`config.mk`:
```
export PLATFORM = sky130hd
export DESIGN_NAME = bmp_port
export DESIGN_NICKNAME = d
export VERILOG_FILES = /design/src/bmp_fifo.v /design/src/bmp_port.v
export VERILOG_INCLUDE_DIRS = /design/src
export SDC_FILE = /design/constraint.sdc
export NUM_CORES = 1
export LEC_CHECK = 0
export ABC_AREA = 0
export ABC_CLOCK_PERIOD_IN_PS = 2570
export BUFFER_PORTS_ARGS = -buffer_cell sky130_fd_sc_hd__buf_2
export CAP_MARGIN = 0
export CELL_PAD_IN_SITES_DETAIL_PLACEMENT = 2
export CELL_PAD_IN_SITES_GLOBAL_PLACEMENT = 2
export CORE_MARGIN = 2
export CORE_UTILIZATION = 34
export DETAILED_ROUTE_END_ITERATION = 7
export GPL_TIMING_DRIVEN = 0
export PLACE_DENSITY_LB_ADDON = 0.1
export RECOVER_POWER = 25
export SLEW_MARGIN = 10
export SYNTH_ARGS = -nofsm -noshare
export SYNTH_HDL_FRONTEND = slang
export SYNTH_SLANG_ARGS = --single-unit
export TNS_END_PERCENT = 100
```
`constraint.sdc`:
```
create_clock -name mclk -period 2.57 [get_ports mclk]
set_input_delay 0.514 -clock mclk [delete_from_list [all_inputs] [get_ports mclk]]
set_output_delay 0.514 -clock mclk [all_outputs]
set_load 0.02 [all_outputs]
```
`src/bmp_defs.vh`:
```
// constants for the boot mode programming port block
`ifndef BMP_DEFS_VH
`define BMP_DEFS_VH
`define BMP_BOOT_ADDR 16'h0000
`define BMP_REG_MODE 12'h000
`define BMP_REG_CTRL 12'h004
`define BMP_REG_STAT 12'h008
`define BMP_REG_TXD 12'h00C
`define BMP_REG_RXD 12'h010
`define BMP_REG_BAUD 12'h014
`define BMP_CTRL_ASYNC 0
`define BMP_CTRL_EIGHT 1
`define BMP_CTRL_GPIO_OE 2
`define BMP_CTRL_GPIO_OUT 3
`define BMP_CTRL_SFUNC_LO 4
`define BMP_CTRL_SFUNC_HI 5
`define BMP_CTRL_SLEVEL 6
`define BMP_CTRL_RST 32'h0000_0002
`define BMP_SFUNC_FETCH 2'h0
`define BMP_SFUNC_ACK 2'h1
`define BMP_SFUNC_GPO 2'h2
`define BMP_BAUD_MIN 16'h0008
`define BMP_BAUD_RST 16'h0008
`define BMP_FIFO_DEPTH 4
`define BMP_FIFO_AW 2
`define BMP_REL_WAIT 2'h2
`endif

```
`src/bmp_fifo.v`:
```
// small valid/ready fifo in flip-flops
`timescale 1ns/1ps
`default_nettype none
module bmp_fifo #(
  parameter WIDTH = 8,
  parameter DEPTH = 4,
  parameter AW = 2
) (
  input wire mclk,
  input wire rst,
  input wire ce,
  input wire in_valid,
  output wire in_ready,
  input wire [WIDTH-1:0] in_data,
  output wire out_valid,
  input wire out_ready,
  output wire [WIDTH-1:0] out_data
);
  reg [WIDTH-1:0] mem_r [0:DEPTH-1];
  reg [AW-1:0] wp_r;
  reg [AW-1:0] rp_r;
  reg [AW:0] cnt_r;
  wire push;
  wire pop;
  assign in_ready = (cnt_r != DEPTH);
  assign out_valid = (cnt_r != 0);
  assign out_data = mem_r[rp_r];
  assign push = in_valid && in_ready;
  assign pop = out_valid && out_ready;
  always @(posedge mclk) begin
    if (rst) begin
      wp_r <= {AW{1'b0}};
      rp_r <= {AW{1'b0}};
      cnt_r <= {(AW+1){1'b0}};
    end else if (ce) begin
      if (push) begin
        mem_r[wp_r] <= in_data;
        wp_r <= wp_r + 1'b1;
      end
      if (pop)
        rp_r <= rp_r + 1'b1;
      if (push && !pop)
        cnt_r <= cnt_r + 1'b1;
      else if (pop && !push)
        cnt_r <= cnt_r - 1'b1;
    end
  end
endmodule
`default_nettype wire

```
`src/bmp_port.v`:
```
// boot mode sampling, status pin and programming serial port
// How it works
// - reset release samples startup pins, picks boot
// - both pins high gives program mode
// - both pins low gives run mode
// - status low on first fetch after reset
// - status low during interrupt acknowledge cycles
// - status usable as software-set output
// - synchronous mode drives data and serial clock
// - async mode frees clock line as gpio
// - external reset restarts and resamples pins
// - async rate up to clock/8, 7 or 8 bits
//
// Decided for this implementation: the APB register port and the register offsets.
`timescale 1ns/1ps
`include "bmp_defs.vh"
`default_nettype none
module bmp_port (
  input wire mclk,
  input wire rst,
  input wire ce,
  input wire reset_in_n,
  input wire startup_select_0,
  input wire startup_select_1,
  input wire first_fetch,
  input wire int_ack,
  output reg status_pin,
  output reg program_mode,
  output reg cold_boot,
  output wire [15:0] start_addr,
  output wire core_rst,
  output reg download_connector_port_transmit,
  input wire download_connector_port_receive,
  input wire download_connector_port_serial_clock_i,
  output reg download_connector_port_serial_clock_o,
  output reg download_connector_port_serial_clock_oe,
  input wire psel,
  input wire penable,
  input wire pwrite,
  input wire [11:0] paddr,
  input wire [31:0] pwdata,
  output reg [31:0] prdata,
  output wire pready,
  output wire pslverr
);
  ////////////////////////////////////////////////////////////////
  // pin synchronisers
  reg [1:0] rin_s_r, sm0_s_r, sm1_s_r, rx_s_r, sck_s_r;
  always @(posedge mclk) begin
    if (rst) begin
      rin_s_r <= 2'h3;
      sm0_s_r <= 2'h0;
      sm1_s_r <= 2'h0;
      rx_s_r <= 2'h3;
      sck_s_r <= 2'h0;
    end else if (ce) begin
      rin_s_r <= {rin_s_r[0], reset_in_n};
      sm0_s_r <= {sm0_s_r[0], startup_select_0};
      sm1_s_r <= {sm1_s_r[0], startup_select_1};
      rx_s_r <= {rx_s_r[0], download_connector_port_receive};
      sck_s_r <= {sck_s_r[0], download_connector_port_serial_clock_i};
    end
  end
  wire rx_in = rx_s_r[1];
  wire sck_in = sck_s_r[1];

  ////////////////////////////////////////////////////////////////
  // reset and boot mode
  // hold the core until the pin synchronisers carry fresh samples
  wire ext_rst = !rin_s_r[1];
  reg in_rst_r;
  reg [1:0] rel_r;
  reg fetch_seen_r;
  assign core_rst = in_rst_r;
  assign start_addr = `BMP_BOOT_ADDR;
  always @(posedge mclk) begin
    if (rst) begin
      in_rst_r <= 1'b1;
      rel_r <= 2'h0;
      program_mode <= 1'b0;
      cold_boot <= 1'b0;
    end else if (ce) begin
      if (ext_rst) begin
        in_rst_r <= 1'b1;
        rel_r <= 2'h0;
      end else if (in_rst_r && rel_r != `BMP_REL_WAIT) begin
        rel_r <= rel_r + 2'h1;
      end else if (in_rst_r) begin
        in_rst_r <= 1'b0;
        program_mode <= sm0_s_r[1] && sm1_s_r[1];
        cold_boot <= sm0_s_r[1] && sm1_s_r[1];
      end
    end
  end

  ////////////////////////////////////////////////////////////////
  // registers
  reg [31:0] ctrl_r;
  reg [15:0] baud_r;
  wire async_m = ctrl_r[`BMP_CTRL_ASYNC];
  wire eight = ctrl_r[`BMP_CTRL_EIGHT];
  wire [1:0] sfunc = ctrl_r[`BMP_CTRL_SFUNC_HI:`BMP_CTRL_SFUNC_LO];
  wire wr = psel && penable && pwrite;
  wire rd = psel && penable && !pwrite;
  wire hit = (paddr == `BMP_REG_MODE) || (paddr == `BMP_REG_CTRL) ||
    (paddr == `BMP_REG_STAT) || (paddr == `BMP_REG_TXD) ||
    (paddr == `BMP_REG_RXD) || (paddr == `BMP_REG_BAUD);
  assign pready = 1'b1;
  assign pslverr = psel && penable && !hit;

  wire tx_in_ready, tx_valid, rx_valid, rx_in_ready;
  wire [7:0] tx_data, rx_data;
  reg tx_take;
  reg rx_push_r;
  reg [7:0] rx_byte_r;
  reg rx_ovr_r;
  wire tx_push = wr && (paddr == `BMP_REG_TXD);
  wire rx_pop = rd && (paddr == `BMP_REG_RXD);

  always @(posedge mclk) begin
    if (rst) begin
      ctrl_r <= `BMP_CTRL_RST;
      baud_r <= `BMP_BAUD_RST;
    end else if (ce && wr) begin
      if (paddr == `BMP_REG_CTRL)
        ctrl_r <= {25'h0, pwdata[6:0]};
      if (paddr == `BMP_REG_BAUD)
        baud_r <= (pwdata[15:0] < `BMP_BAUD_MIN) ? `BMP_BAUD_MIN : pwdata[15:0];
    end
  end

  always @* begin
    prdata = 32'h0000_0000;
    case (paddr)
      `BMP_REG_MODE: prdata = {30'h0, cold_boot, program_mode};
      `BMP_REG_CTRL: prdata = ctrl_r;
      `BMP_REG_STAT: prdata = {27'h0, sck_in, rx_ovr_r, rx_valid, !tx_in_ready, !tx_valid};
      `BMP_REG_RXD: prdata = {24'h0, rx_data};
      `BMP_REG_BAUD: prdata = {16'h0, baud_r};
      default: prdata = 32'h0000_0000;
    endcase
  end

  ////////////////////////////////////////////////////////////////
  // status pin
  always @(posedge mclk) begin
    if (rst) begin
      status_pin <= 1'b1;
      fetch_seen_r <= 1'b0;
    end else if (ce) begin
      if (in_rst_r)
        fetch_seen_r <= 1'b0;
      else if (first_fetch)
        fetch_seen_r <= 1'b1;
      case (sfunc)
        `BMP_SFUNC_FETCH: status_pin <= !(first_fetch && !fetch_seen_r && !in_rst_r);
        `BMP_SFUNC_ACK: status_pin <= !(int_ack && !in_rst_r);
        `BMP_SFUNC_GPO: status_pin <= ctrl_r[`BMP_CTRL_SLEVEL];
        default: status_pin <= 1'b1;
      endcase
    end
  end

  ////////////////////////////////////////////////////////////////
  // serial engine
  localparam ST_IDLE = 2'h0;
  localparam ST_XFER = 2'h1;
  localparam ST_STOP = 2'h2;
  reg [1:0] st_r;
  reg [15:0] div_r;
  reg [3:0] bit_r;
  reg [8:0] tsh_r;
  reg [7:0] rsh_r;
  reg [1:0] rst_st_r;
  reg [15:0] rdiv_r;
  reg [3:0] rbit_r;
  wire [3:0] nbits = eight ? 4'h8 : 4'h7;
  wire [15:0] half = {1'b0, baud_r[15:1]};

  always @* begin
    tx_take = (st_r == ST_IDLE) && tx_valid;
  end

  always @(posedge mclk) begin
    if (rst) begin
      st_r <= ST_IDLE;
      div_r <= 16'h0000;
      bit_r <= 4'h0;
      tsh_r <= 9'h1FF;
      download_connector_port_transmit <= 1'b1;
      download_connector_port_serial_clock_o <= 1'b0;
      download_connector_port_serial_clock_oe <= 1'b0;
    end else if (ce) begin
      download_connector_port_serial_clock_oe <= async_m ? ctrl_r[`BMP_CTRL_GPIO_OE] : 1'b1;
      if (async_m)
        download_connector_port_serial_clock_o <= ctrl_r[`BMP_CTRL_GPIO_OUT];
      case (st_r)
        ST_IDLE: begin
          div_r <= 16'h0000;
          bit_r <= 4'h0;
          if (!async_m)
            download_connector_port_serial_clock_o <= 1'b1;
          if (tx_valid) begin
            st_r <= ST_XFER;
            if (async_m) begin
              download_connector_port_transmit <= 1'b0;
              tsh_r <= {1'b1, tx_data};
            end else begin
              download_connector_port_transmit <= tx_data[0];
              tsh_r <= {1'b1, tx_data};
              download_connector_port_serial_clock_o <= 1'b0;
            end
          end
        end
        ST_XFER: begin
          if (div_r == baud_r - 16'h0001) begin
            div_r <= 16'h0000;
            if (!async_m)
              download_connector_port_serial_clock_o <= (bit_r == 4'h7);
            if (async_m) begin
              download_connector_port_transmit <= (bit_r == nbits) ? 1'b1 : tsh_r[0];
              tsh_r <= {1'b1, tsh_r[8:1]};
              if (bit_r == nbits)
                st_r <= ST_STOP;
            end else begin
              tsh_r <= {1'b1, tsh_r[8:1]};
              download_connector_port_transmit <= tsh_r[1];
              if (bit_r == 4'h7)
                st_r <= ST_STOP;
            end
            bit_r <= bit_r + 4'h1;
          end else begin
            div_r <= div_r + 16'h0001;
            if (!async_m && div_r == half)
              download_connector_port_serial_clock_o <= 1'b1;
          end
        end
        ST_STOP: begin
          download_connector_port_transmit <= 1'b1;
          if (div_r == baud_r - 16'h0001) begin
            div_r <= 16'h0000;
            st_r <= ST_IDLE;
          end else
            div_r <= div_r + 16'h0001;
        end
        default: st_r <= ST_IDLE;
      endcase
    end
  end

  // receiver: async samples mid bit, sync samples on own clock rise
  always @(posedge mclk) begin
    if (rst) begin
      rst_st_r <= ST_IDLE;
      rdiv_r <= 16'h0000;
      rbit_r <= 4'h0;
      rsh_r <= 8'h00;
      rx_push_r <= 1'b0;
      rx_byte_r <= 8'h00;
      rx_ovr_r <= 1'b0;
    end else if (ce) begin
      rx_push_r <= 1'b0;
      if (rx_push_r && !rx_in_ready)
        rx_ovr_r <= 1'b1;
      else if (rd && paddr == `BMP_REG_STAT)
        rx_ovr_r <= 1'b0;
      if (!async_m) begin
        rst_st_r <= ST_IDLE;
        if (st_r == ST_XFER && div_r == half) begin
          rsh_r <= {rx_in, rsh_r[7:1]};
          if (bit_r == 4'h7) begin
            rx_byte_r <= {rx_in, rsh_r[7:1]};
            rx_push_r <= 1'b1;
          end
        end
      end else begin
        case (rst_st_r)
          ST_IDLE: begin
            rdiv_r <= 16'h0000;
            rbit_r <= 4'h0;
            if (!rx_in)
              rst_st_r <= ST_XFER;
          end
          ST_XFER: begin
            if (rdiv_r == baud_r - 16'h0001 || (rbit_r == 4'h0 && rdiv_r == half)) begin
              rdiv_r <= 16'h0000;
              rbit_r <= rbit_r + 4'h1;
              if (rbit_r == 4'h0 && rx_in)
                rst_st_r <= ST_IDLE;
              else if (rbit_r != 4'h0)
                rsh_r <= {rx_in, rsh_r[7:1]};
              if (rbit_r == nbits) begin
                rx_byte_r <= eight ? {rx_in, rsh_r[7:1]} : {1'b0, rx_in, rsh_r[7:2]};
                rx_push_r <= 1'b1;
                rst_st_r <= ST_STOP;
              end
            end else
              rdiv_r <= rdiv_r + 16'h0001;
          end
          ST_STOP: begin
            if (rx_in)
              rst_st_r <= ST_IDLE;
          end
          default: rst_st_r <= ST_IDLE;
        endcase
      end
    end
  end

  bmp_fifo #(.WIDTH(8), .DEPTH(`BMP_FIFO_DEPTH), .AW(`BMP_FIFO_AW)) u_txf (
    .mclk(mclk),
    .rst(rst),
    .ce(ce),
    .in_valid(tx_push),
    .in_ready(tx_in_ready),
    .in_data(pwdata[7:0]),
    .out_valid(tx_valid),
    .out_ready(tx_take),
    .out_data(tx_data)
  );

  bmp_fifo #(.WIDTH(8), .DEPTH(`BMP_FIFO_DEPTH), .AW(`BMP_FIFO_AW)) u_rxf (
    .mclk(mclk),
    .rst(rst),
    .ce(ce),
    .in_valid(rx_push_r),
    .in_ready(rx_in_ready),
    .in_data(rx_byte_r),
    .out_valid(rx_valid),
    .out_ready(rx_pop),
    .out_data(rx_data)
  );

endmodule
`default_nettype wire

```
Word level (Yosys, flattened, before mapping)
Memories as Yosys holds them, arrays and structs flattened. A register that Yosys moved wholly into a read port is not among the register bits.
Index checks and enable logic that the tools add are counted.
{"block": "totals", "in_bits": 57, "mem_bits_rw": 64, "elab_cells": 264, "memories": 2, "out_inout_bits": 57, "ff_bits": 127}
{"block": "classes", "reduce_logical": 89, "addsub": 14, "bitwise_logic": 1, "eq_ne": 38, "mux": 87, "magnitude_cmp": 1}
{"name": "u_rxf.mem_r", "words": 4, "width": 8, "rd": 1, "rd_ports_with_merged_regs": 1, "write_ports": 1, "line": "bmp_fifo.v:19", "rtl": "reg [WIDTH-1:0] mem_r [0:DEPTH-1];"}
{"name": "u_txf.mem_r", "words": 4, "width": 8, "rd": 1, "rd_ports_with_merged_regs": 1, "write_ports": 1, "line": "bmp_fifo.v:19"}
{"op": "8-bit 2-to-1 mux", "count": 13}
{"op": "16-bit one-hot mux with 5 select lines", "count": 1}
{"op": "16-bit one-hot mux with 2 select lines", "count": 2}
{"op": "16-bit 2-to-1 mux", "count": 3}
{"op": "2-bit 2-to-1 mux", "count": 18}
{"op": "1-bit 2-to-1 mux", "count": 33}
{"op": "16-bit by 1-bit adder with 16-bit output, second input constant", "count": 2}
{"op": "16-bit by 15-bit equality test with 1-bit output", "count": 2}
{"op": "16-bit equality test", "count": 2}
{"op": "1-bit logical AND", "count": 27}
{"op": "2-bit AND reduction", "count": 13}
{"op": "12-bit by 4-bit equality test with 1-bit output, second input constant", "count": 2}
{"op": "12-bit by 5-bit equality test with 1-bit output, second input constant", "count": 2}
{"op": "3-bit inequality test, second input constant", "count": 7}
{"op": "9-bit 2-to-1 mux", "count": 2}
{"op": "9-bit one-hot mux with 2 select lines", "count": 1}
{"op": "6-bit AND reduction", "count": 3}
{"op": "2-bit nonzero test", "count": 9}
{"op": "16-bit by 4-bit less-than comparator with 1-bit output, second input constant", "count": 1}
{"op": "4-bit one-hot mux with 2 select lines", "count": 2}
{"op": "4-bit AND reduction", "count": 4}
{"op": "16-bit by 1-bit subtractor with 16-bit output, second input constant", "count": 1}
{"op": "1-bit zero test", "count": 14}
{"op": "2-bit inequality test, second input constant", "count": 7}
{"op": "other kinds (26)", "count": 59}

Longest topological paths before layout
Gate-level depths: netlist of run 1.
{"block": "depth", "depth_word": 8, "ltp_mapped": 13, "mapped_depth_nobuf": 12}

Modules after synthesis
Synthesis of run 1 repeated with hierarchy kept, for this count alone.
{"block": "hier_totals", "hier_cells": 1058, "hier_area_um2": 10372.4}
{"module": "bmp_port", "seq_area_each_um2": 2222.1, "instances": 1, "cells_per_inst": 866, "area_per_inst_um2": 7034.2}
{"module": "bmp_fifo", "seq_area_each_um2": 1141.1, "instances": 2, "cells_per_inst": 96, "area_per_inst_um2": 1669.1}

Worst setup path before layout of run 1
OpenSTA, ideal clock, no wires.
{"block": "synth_timing", "path_kind": "flip-flop to flip-flop", "startpoint": "register baud_r[1]", "endpoint": "register rst_st_r[0]", "path_stages_with_launch": 13, "slack_ns": -0.215, "required_ns": 2.453, "t_arrival_ns": 2.668, "period_less_slack_ns": 2.785, "path_buffers": 2, "setup_time_ns": 0.117, "cell_sequence": "dfxtp_1 > buf_4 > inv_1 > ha_1 > nor3b_2 > and2_1 > mux2_2 > a2111o_1 > nor4b_2 > or2_1 > buf_4 > o211ai_1 > a22o_1"}
{"block": "synth_via", "elab_chain_cells": 5, "elab_cells_between_ends": 7, "classes_between": "add/sub (1); eq/ne (3); reduce/logical (3)"}
{"item": "start: declaration", "line": "bmp_port.v:99", "rtl": "reg [15:0] baud_r;"}
{"item": "start signal: assignment", "line": "bmp_port.v:123", "rtl": "baud_r <= `BMP_BAUD_RST;"}
{"item": "start signal: assignment", "line": "bmp_port.v:128", "rtl": "baud_r <= (pwdata[15:0] < `BMP_BAUD_MIN) ? `BMP_BAUD_MIN : pwdata[15:0];"}
{"item": "16-bit by 1-bit subtractor with 16-bit output / 16-bit by 15-bit equality test with 1-bit output (equally long branches)", "line": "bmp_port.v:285", "rtl": "if (rdiv_r == baud_r - 16'h0001 || (rbit_r == 4'h0 && rdiv_r == half)) begin"}
{"item": "16-bit equality test / 1-bit logical AND (equally long branches)", "line": "bmp_port.v:285"}
{"item": "1-bit logical OR *", "line": "bmp_port.v:285"}
{"item": "3-bit inequality test (no source line) *"}
{"item": "5-bit AND reduction (no source line) *"}
{"item": "end signal: assignment", "line": "bmp_port.v:282", "rtl": "rst_st_r <= ST_XFER;"}
{"item": "end signal: assignment", "line": "bmp_port.v:289", "rtl": "rst_st_r <= ST_IDLE;"}
{"item": "end signal: assignment", "line": "bmp_port.v:295", "rtl": "rst_st_r <= ST_STOP;"}
{"item": "end: declaration", "line": "bmp_port.v:174", "rtl": "reg [1:0] rst_st_r;"}
Mark *: on every way between the ends. The rest lies on a longest branch, timed or not.
A chain may end at the register's enable or synchronous reset.

Worst setup path after layout of run 1
Same ends and word-level chain as after synthesis.

==> flow_summary.ini, run 1 <==
[timing]
tightest_slew_ns = 1.07
finalCritPeriodShare = 1.17
hold_ws_ns = 0.259
fin_worst_skew_ns = 0.0162
fmax_mhz = 334
hold_viol = 0
grt_setup_unrepaired = true
slew_viol_final = 0
finalSetupViolations = 73
timing.slew.headroom = 0.289
setup_tns_ns = -22.19
min_period_ns = 3.00
fin_ws_ns = -0.425

[power_and_ir_drop]
pwr-share-seq = 0.427
ir_worst_vdd_mv = 0.496
p_clk_frac = 0.381
comb_power_share = 0.192
p_sw_frac = 0.311
leakage_nw = 5.35
internal_power_mw = 5.44
power_mw = 7.89
power_density_nw_per_um2 = 572
power.switching_mw = 2.45

[grt]
grt_antenna_before_repair = 0
grt_pass1_vias = 9777
grt_max_degree = 21
grt.overflow.total = 0
grt_pass1_wl_um = 58700
grtUsageTotal = 0.235

[routing]
post_drt_wl_per_cell_um = 23.0
viasPerCell = 5.42
route.detailed.drc = 0
drt_wl_total_um = 39000
initialDrtViolationCount = 498
vias = 9193
drtAntennaViolNets = 0
dr.pass1.iters = 5

[layout]
n_fill_cell = 3256
drive_above_1_share = 0.284
final_cell_mix = dfxtp_1 (122), nand2_1 (103), nor2_1 (101), buf_4 (76), edfxtp_1 (64)
final_nets = 1367
finalInstanceArea_um2 = 13800
finish.utilization = 0.450
layout_commonest_cell = dfxtp_1
syn_to_final_growth_pct = 29.7
antenna_cells = 0

[synthesis]
synth_edf_count = 64
ys_seq_area_frac = 0.423
synthCells = 1115
netlist_area_um2 = 10600
synth_warnings = 0
syn_avg_cell_area_um2 = 9.54
ys_types = 80
ys_ff_latch = 193
synth_flop_cell = dfxtp_1
async_flop_share = 0

[critical_path]
cp_cell_sequence = inv_4 > ha_4 > nor3b_4 > and2_4 > mux2_4 > a2111o_1 > nor4b_4 > buf_4 > or2_1 > buf_6 > o211ai_1 > a22o_1
critical_path.max_fanout = 5
worst-setup-path-type = flip-flop to flip-flop
critPathSlowestCell = a2111o_1
end_kind = flip-flop
slowest_delay_ns = 0.40
worstReg2RegStart = baud_r[1]
reg2reg_slack_ns = -0.43
worstSetupStartpoint = baud_r[1]
cp.required_ns = 2.93
rr_worst_depth = 12
worstPathArrival_ns = 3.35
start_kind = flip-flop

[clock_network]
clk_pin_slew_ns = 0.08
clock-sinks = 193
insertion_delay_ns = 0.47
cts_buffers = 17
cts_root_buffer = clkbuf_16
htree_levels = 4
cts_tree = built
ctsHoldBuffers = 0
clockBufferDepth = 2

[floorplan]
start_util = 0.347
chipWidth_um = 181
fp.dieH_um = 181
io-pin-count = 114
core_area_um2 = 30700
fp-row-count = 64
die_area_um2 = 32700

[outcome]
status = finished, violations left
violations = setup timing

[place]
portBuffers = 63
dp_hpwl_um = 26800
placed_area_um2 = 11700
gp_congestion = 0.804

[hold_path]
worstHoldPathCells = 3
holdCritPathClass = primary input to flip-flop
min-delay-start = download_connector_port_receive

[job]
cap_violations = 0
-- cell type report --
type | instances | area (µm²) | area share
well taps | 396 | 495 | 0.0359
repair buffers | 126 | 981 | 0.0711
multi-input cells | 819 | 6360 | 0.461
clock buffers | 18 | 429 | 0.0311
inverters | 23 | 91.3 | 0.00662
clock inverters | 14 | 219 | 0.0159
flip-flops and latches | 193 | 4530 | 0.328
plain buffers | 106 | 698 | 0.0506
-- flip-flops by register name (all words and copies together) (netlist names), 3 cells and up, named ones only --
| register | count |
|---|---|
| u_rxf.mem_r | 32 |
| u_txf.mem_r | 32 |
| baud_r | 16 |
| div_r | 16 |
| rdiv_r | 16 |
| rx_byte_r | 8 |
| tsh_r | 8 |
| ctrl_r | 7 |
| rsh_r | 7 |
| bit_r | 4 |
| rbit_r | 4 |
| u_rxf.cnt_r | 3 |
| u_txf.cnt_r | 3 |
-- worst paths after layout --
check	end
setup reg to reg	rst_st_r[0]
hold / removal	rx_s_r[0]
setup / recovery	rst_st_r[0]
hold reg to reg	rin_s_r[0]
-- cells by family after synthesis --
group	share of synthesized area
xor gates and xnor gates	0.0826
adders and majority gates	0.0296
buffers and inverters	0.0629
other	0.000706
DFF	0.423
AOI/OAI and AO/OA	0.116
muxes	0.0747
and+or+nand+nor	0.210
-- power groups by stage --
stage          clock [mW]  sequential [mW]  combinational, mW
5_1_grt              3.17             3.38               1.67
4_1_cts              3.07             3.37               1.44
3_3_place_gp            0             3.43               1.23
6_report             3.00             3.37               1.52
2_1_floorplan           0             3.41              0.884
3_5_place_dp            0             3.43               1.25
-- critical path: cells and delay by family (launching register included) --
| kind | cells | cell delay, ns |
|---|---|---|
| mux | 1 | 0.32 |
| buf+inv | 3 | 0.39 |
| simple gates | 4 | 0.91 |
| fa+ha+maj | 1 | 0.13 |
| compound gates | 3 | 0.74 |
| flops | 1 | 0.39 |
-- per-layer routing --
| metal | vias up | global-route usage | wire (µm) |
|---|---|---|---|
| li1 | 4276 | - | - |
| met1 | 4702 | 0.305 | 17500 |
| met2 | 158 | 0.404 | 19400 |
| met3 | 57 | 0.0345 | 1140 |
| met4 | 0 | 0.0690 | 926 |
| met5 | - | 0 | 0 |
-- through the flow --
stage / instances / worst slack, ns
6_report: 1695 / -0.425
5_1_grt: 1695 / -0.488
4_1_cts: 1678 / -0.356
3_5_place_dp: 1605 / -0.890
3_3_place_gp: 1605 / -0.887
2_1_floorplan: 1146 / -0.127
-- what timing repair did --
action | 4_1_cts | 5_1_grt
pin swaps | 56 | 33
setup buffers | 37 | 22
gates cloned | 7 | 1
endpoints found under the setup margin | 101 | 124
gates resized for setup | 171 | 81
-- synth_stat cells (23+ instances only) --
library cell  count  area [µm²]
mux2i_1          40         400
xnor2_1          46         403
a21oi_1          40         200
dfxtp_1         129        2580
edfxtp_1         64        1920
o21ai_0          34         170
nand3_1          36         180
buf_4            37         278
xor2_1           49         429
clkbuf_1         51         191
nor3_1           35         175
and3_1           27         169
inv_1            23        86.3
nand2_1         107         402
nor2_1          103         387
Note: power is estimated with default switching activity, not from simulation.
==> inputs of run 2 (changes only) <==
--- a/config.mk
+++ b/config.mk
@@ -7,13 +7,13 @@
 export NUM_CORES = 1
 export LEC_CHECK = 0
 export ABC_AREA = 0
-export ABC_CLOCK_PERIOD_IN_PS = 2570
+export ABC_CLOCK_PERIOD_IN_PS = 2860
 export BUFFER_PORTS_ARGS = -buffer_cell sky130_fd_sc_hd__buf_2
 export CAP_MARGIN = 0
 export CELL_PAD_IN_SITES_DETAIL_PLACEMENT = 2
 export CELL_PAD_IN_SITES_GLOBAL_PLACEMENT = 2
 export CORE_MARGIN = 2
-export CORE_UTILIZATION = 34
+export CORE_UTILIZATION = 38
 export DETAILED_ROUTE_END_ITERATION = 7
 export GPL_TIMING_DRIVEN = 0
 export PLACE_DENSITY_LB_ADDON = 0.1
==> constraint.sdc (replaced) <==
create_clock -name mclk -period 2.86 [get_ports mclk]
set_input_delay 0.572 -clock mclk [delete_from_list [all_inputs] [get_ports mclk]]
set_output_delay 0.572 -clock mclk [all_outputs]
set_load 0.02 [all_outputs]
==> flow_summary.ini, run 2 (synthesis results as in run 1) <==
[outcome]
violations = setup timing
status = finished, violations left

[layout]
syn_to_final_growth_pct = 25.2
final_cell_mix = dfxtp_1 (122), nand2_1 (106), nor2_1 (96), buf_4 (74), edfxtp_1 (64)
finalInstanceArea_um2 = 13300
n_fill_cell = 2921
layout_commonest_cell = dfxtp_1
drive_above_1_share = 0.241
final_nets = 1353
stdcell_count = 1664
finish.utilization = 0.481
top_regs = u_rxf.mem_r: 32 flops, u_txf.mem_r: 32 flops

[grt]
grt_antenna_before_repair = 0
grtUsageTotal = 0.278
grt_pass1_wl_um = 60900
grt_max_degree = 22
grt.overflow.total = 0
grt_pass1_vias = 10100

[timing]
setup_tns_ns = -2.41
fin_ws_ns = -0.113
slew_viol_final = 0
hold_viol = 0
tightest_slew_ns = 0.953
fin_worst_skew_ns = 0.0189
min_period_ns = 2.97
hold_ws_ns = 0.323
timing.slew.headroom = 0.364
finalCritPeriodShare = 1.04
fmax_mhz = 336
grt_setup_unrepaired = true
finalSetupViolations = 38

[critical_path]
worstPathArrival_ns = 3.32
start_kind = flip-flop
critical_path.max_fanout = 9
rr_worst_depth = 12
worstReg2RegStart = baud_r[0]
end_kind = flip-flop
worst-setup-path-type = flip-flop to flip-flop
cp.required_ns = 3.21
reg2reg_to = st_r[0]
reg2reg_slack_ns = -0.11

[power_and_ir_drop]
p_clk_frac = 0.376
power_density_nw_per_um2 = 529
p_sw_frac = 0.330
internal_power_mw = 4.72
power_mw = 7.05
power.switching_mw = 2.33
comb_power_share = 0.194
ir_worst_vdd_mv = 0.373
pwr-share-seq = 0.431
leakage_nw = 5.21

[routing]
drtAntennaViolNets = 0
viasPerCell = 5.63
route.detailed.drc = 0
vias = 9360
drt_wl_total_um = 40800
initialDrtViolationCount = 531
dr.pass1.iters = 5
post_drt_wl_per_cell_um = 24.5

[clock_network]
insertion_delay_ns = 0.48
clockBufferDepth = 2
cts_tree = built
htree_levels = 4
clock-sinks = 193
cts_buffers = 17
cts_root_buffer = clkbuf_16
clk_pin_slew_ns = 0.09

[job]
cap_violations = 0

[floorplan]
die_area_um2 = 29400
core_area_um2 = 27700
chipWidth_um = 171
fp.dieH_um = 171
io-pin-count = 114
start_util = 0.384
fp-row-count = 61

[place]
dp_slack_ns = -0.696
gp_congestion = 0.812
dp.cells = 1587
dp_hpwl_um = 27200
placed_area_um2 = 11500
portBuffers = 63

[hold_path]
min-delay-start = reset_in_n
hold-path-endpoint = rin_s_r[0]
holdCritPathClass = primary input to flip-flop
worstHoldPathCells = 3
-- run 2: cell types whose count changed in the layout (fill, tap and decap cells not counted), moves of 7 or more --
cell,before,now
buf_2,44,54
o21ai_0,16,26
buf_6,40,21
nor3_1,14,21
nor3b_2,7,0
o21ai_2,15,2
nor3b_1,2,9
-- run 2: layer usage --
layer	track usage	share of wire	vias up	routed length, µm
li1	-	-	4252	-
met2	0.494	0.52	217	21100
met1	0.341	0.42	4829	17300
met4	0.102	0.027	0	1110
met3	0.0414	0.031	62	1250
met5	0	0	-	0
-- run 2: worst max-delay path by stage --
stage	startpoint	endpoint	slack, ns
after floorplan	paddr[7]	prdata[2]	0.04
after global routing	baud_r[1]	rsh_r[4]	-0.22
after CTS	baud_r[1]	rst_st_r[0]	-0.05
final	baud_r[0]	st_r[0]	-0.11
after global placement	paddr[7]	prdata[3]	-0.68
after detailed placement	paddr[7]	prdata[3]	-0.70
-- run 2: what timing repair did --
action / in CTS / in global routing
endpoints found under the setup margin: 96 / 75
hold buffers: 0 / 0
hold endpoints to repair: 0 / 0
setup buffers: 33 / 15
gates cloned: 3 / 2
pin swaps: 47 / 30
gates resized for setup: 105 / 88
-- run 2: final cells by class --
type / instances / area, µm² / share of cell area
well taps: 378 / 473 / 0.0355
clock inverters: 15 / 201 / 0.0151
clock buffers: 17 / 425 / 0.0319
flip-flops and latches: 193 / 4520 / 0.339
repair buffers: 115 / 806 / 0.0605
inverters: 23 / 91.3 / 0.00686
plain buffers: 103 / 644 / 0.0484
diodes: 1 / 2.50 / 0.000188
multi-input cells: 819 / 6160 / 0.462
-- run 2: worst max-delay path, stage by stage (launching register included) --
cell	delay, ns
dfxtp_4	0.38
inv_4	0.07
ha_4	0.13
nor3b_4	0.25
buf_4	0.28
buf_4	0.15
a211oi_2	0.06
a31oi_1	0.30
a221oi_2	0.08
buf_4	0.17
and4b_2	0.28
and4_1	0.20
or4_1	0.50
-- run 2: power groups by stage --
stage               logic (mW)  registers, mW  clock network (mW)
finish                    1.37           3.03                2.65
global route              1.49           3.05                2.77
CTS                       1.20           3.03                2.67
detailed placement        1.14           3.09                   0
global placement          1.08           3.08                   0
floorplan                0.787           3.07                   0
==> inputs of run 3 (changes only) <==
--- a/config.mk
+++ b/config.mk
@@ -17,7 +17,7 @@
 export DETAILED_ROUTE_END_ITERATION = 7
 export GPL_TIMING_DRIVEN = 0
 export PLACE_DENSITY_LB_ADDON = 0.1
-export RECOVER_POWER = 25
+export RECOVER_POWER = 100
 export SLEW_MARGIN = 10
 export SYNTH_ARGS = -nofsm -noshare
 export SYNTH_HDL_FRONTEND = slang
==> flow_summary.ini, run 3 (synthesis results as in run 1) <==
[timing]
setup_tns_ns = -2.38
fin_worst_skew_ns = 0.0175
slew_viol_final = 0
hold_viol = 0
finalCritPeriodShare = 1.04
hold_ws_ns = 0.327
timing.slew.headroom = 0.353
fin_ws_ns = -0.122
tightest_slew_ns = 0.971
grt_setup_unrepaired = true
min_period_ns = 2.98
fmax_mhz = 335
finalSetupViolations = 41

[place]
gp_congestion = 0.812
portBuffers = 63
dp_hpwl_um = 27200
dp_slack_ns = -0.696
placed_area_um2 = 11500
dp.cells = 1587

[clock_network]
cts_tree = built
clock-sinks = 193
clk_pin_slew_ns = 0.09
htree_levels = 4
ctsHoldBuffers = 0
clockBufferDepth = 2
cts_buffers = 17
insertion_delay_ns = 0.47
cts_root_buffer = clkbuf_16

[critical_path]
worstSetupStartpoint = baud_r[0]
crit_top_cell = buf_4
slowest_delay_ns = 0.50
critical_path.max_fanout = 9
cpLargestDelayFamily = simple AND/OR/NAND/NOR gates
worstPathArrival_ns = 3.33
worstReg2RegStart = baud_r[0]
rr_worst_depth = 12
path_buf_inv = 4
reg2reg_slack_ns = -0.12
cp.required_ns = 3.21
worst-setup-path-type = flip-flop to flip-flop
end_kind = flip-flop
critPathSlowestCell = or4_1
reg2reg_to = st_r[0]
cp_cell_sequence = inv_4 > ha_4 > nor3b_4 > buf_4 > buf_4 > a211oi_2 > a31oi_1 > a221oi_2 > buf_4 > and4b_2 > and4_1 > or4_1
start_kind = flip-flop

[outcome]
status = finished, violations left
violations = setup timing

[layout]
finalInstanceArea_um2 = 13300
syn_to_final_growth_pct = 24.9
stdcell_count = 1664
layout_commonest_cell = dfxtp_1
drive_above_1_share = 0.233
finish.utilization = 0.480
final_nets = 1353
final_cell_mix = dfxtp_1 (122), nand2_1 (106), nor2_1 (96), buf_4 (72), edfxtp_1 (64)
top_regs = u_rxf.mem_r: 32 flops, u_txf.mem_r: 32 flops

[floorplan]
die_area_um2 = 29400
start_util = 0.384
io-pin-count = 114
core_area_um2 = 27700
chipWidth_um = 171
fp-row-count = 61
fp.dieH_um = 171

[routing]
drtAntennaViolNets = 0
vias = 9333
initialDrtViolationCount = 542
viasPerCell = 5.61
post_drt_wl_per_cell_um = 24.6
dr.pass1.iters = 5
route.detailed.drc = 0
drt_wl_total_um = 40900

[power_and_ir_drop]
power_mw = 7.04
power_density_nw_per_um2 = 529
ir_worst_vdd_mv = 0.368
leakage_nw = 5.18

[grt]
grt_pass1_wl_um = 60900
grt_max_degree = 22
grt_pass1_vias = 10100
grtUsageTotal = 0.278
grt_antenna_before_repair = 0
grt.overflow.total = 0

[job]
cap_violations = 0

[hold_path]
holdCritPathClass = primary input to flip-flop
hold-path-endpoint = rin_s_r[0]
min-delay-start = reset_in_n
worstHoldPathCells = 3
run 3: changes by cell type in the layout (fill, tap and decap cells not counted):
| cell | before | now |
|---|---|---|
| buf_1 | 9 | 5 |
| buf_2 | 54 | 46 |
| buf_4 | 74 | 72 |
| clkbuf_1 | 46 | 59 |
| clkbuf_4 | 3 | 4 |
| nand3_1 | 30 | 31 |
| nand3_2 | 4 | 3 |
| nor3b_1 | 9 | 10 |
| nor3b_4 | 2 | 1 |
run 3: what timing repair did:
| action | 4_1_cts | 5_1_grt |
|---|---|---|
| endpoints found under the setup margin | 96 | 75 |
| gates cloned | 3 | 2 |
| gates resized for setup | 105 | 88 |
| buffers inserted | 33 | 15 |
| pin swaps | 47 | 30 |
run 3: power by group:
part	switching, mW	internal [mW]	leakage [nW]
clock network	1.36	1.28	0.306
logic	0.842	0.514	3.17
registers	0.113	2.92	1.71
run 3: worst max path at each step:
stage	endpoint	slack, ns	cells past startpoint
after floorplan	prdata[2]	0.04	6
after global placement	prdata[3]	-0.68	8
after detailed placement	prdata[3]	-0.70	8
after CTS	rst_st_r[0]	-0.05	13
after global routing	rsh_r[4]	-0.22	14
final	st_r[0]	-0.12	12
run 3: final cells by class:
cell class,instances,area (µm²)
clock buffers,17,425
well taps,378,473
clock inverters,15,201
inverters,23,91.3
multi-input cells,819,6140
plain buffers,103,644
repair buffers,115,792
diodes,1,2.50
fillers,2924,14400
flip-flops and latches,193,4520
run 3: metal layers:
metal,up-vias,track usage,share of wire
met2,205,0.494,0.52
met4,0,0.102,0.024
met5,-,0,0
li1,4253,-,-
met1,4819,0.341,0.42
met3,56,0.0414,0.032
run 3: worst min-delay path, stage by stage:
cell     delay (ns)
buf_2          0.07
mux2i_1        0.06
nand2_1        0.06
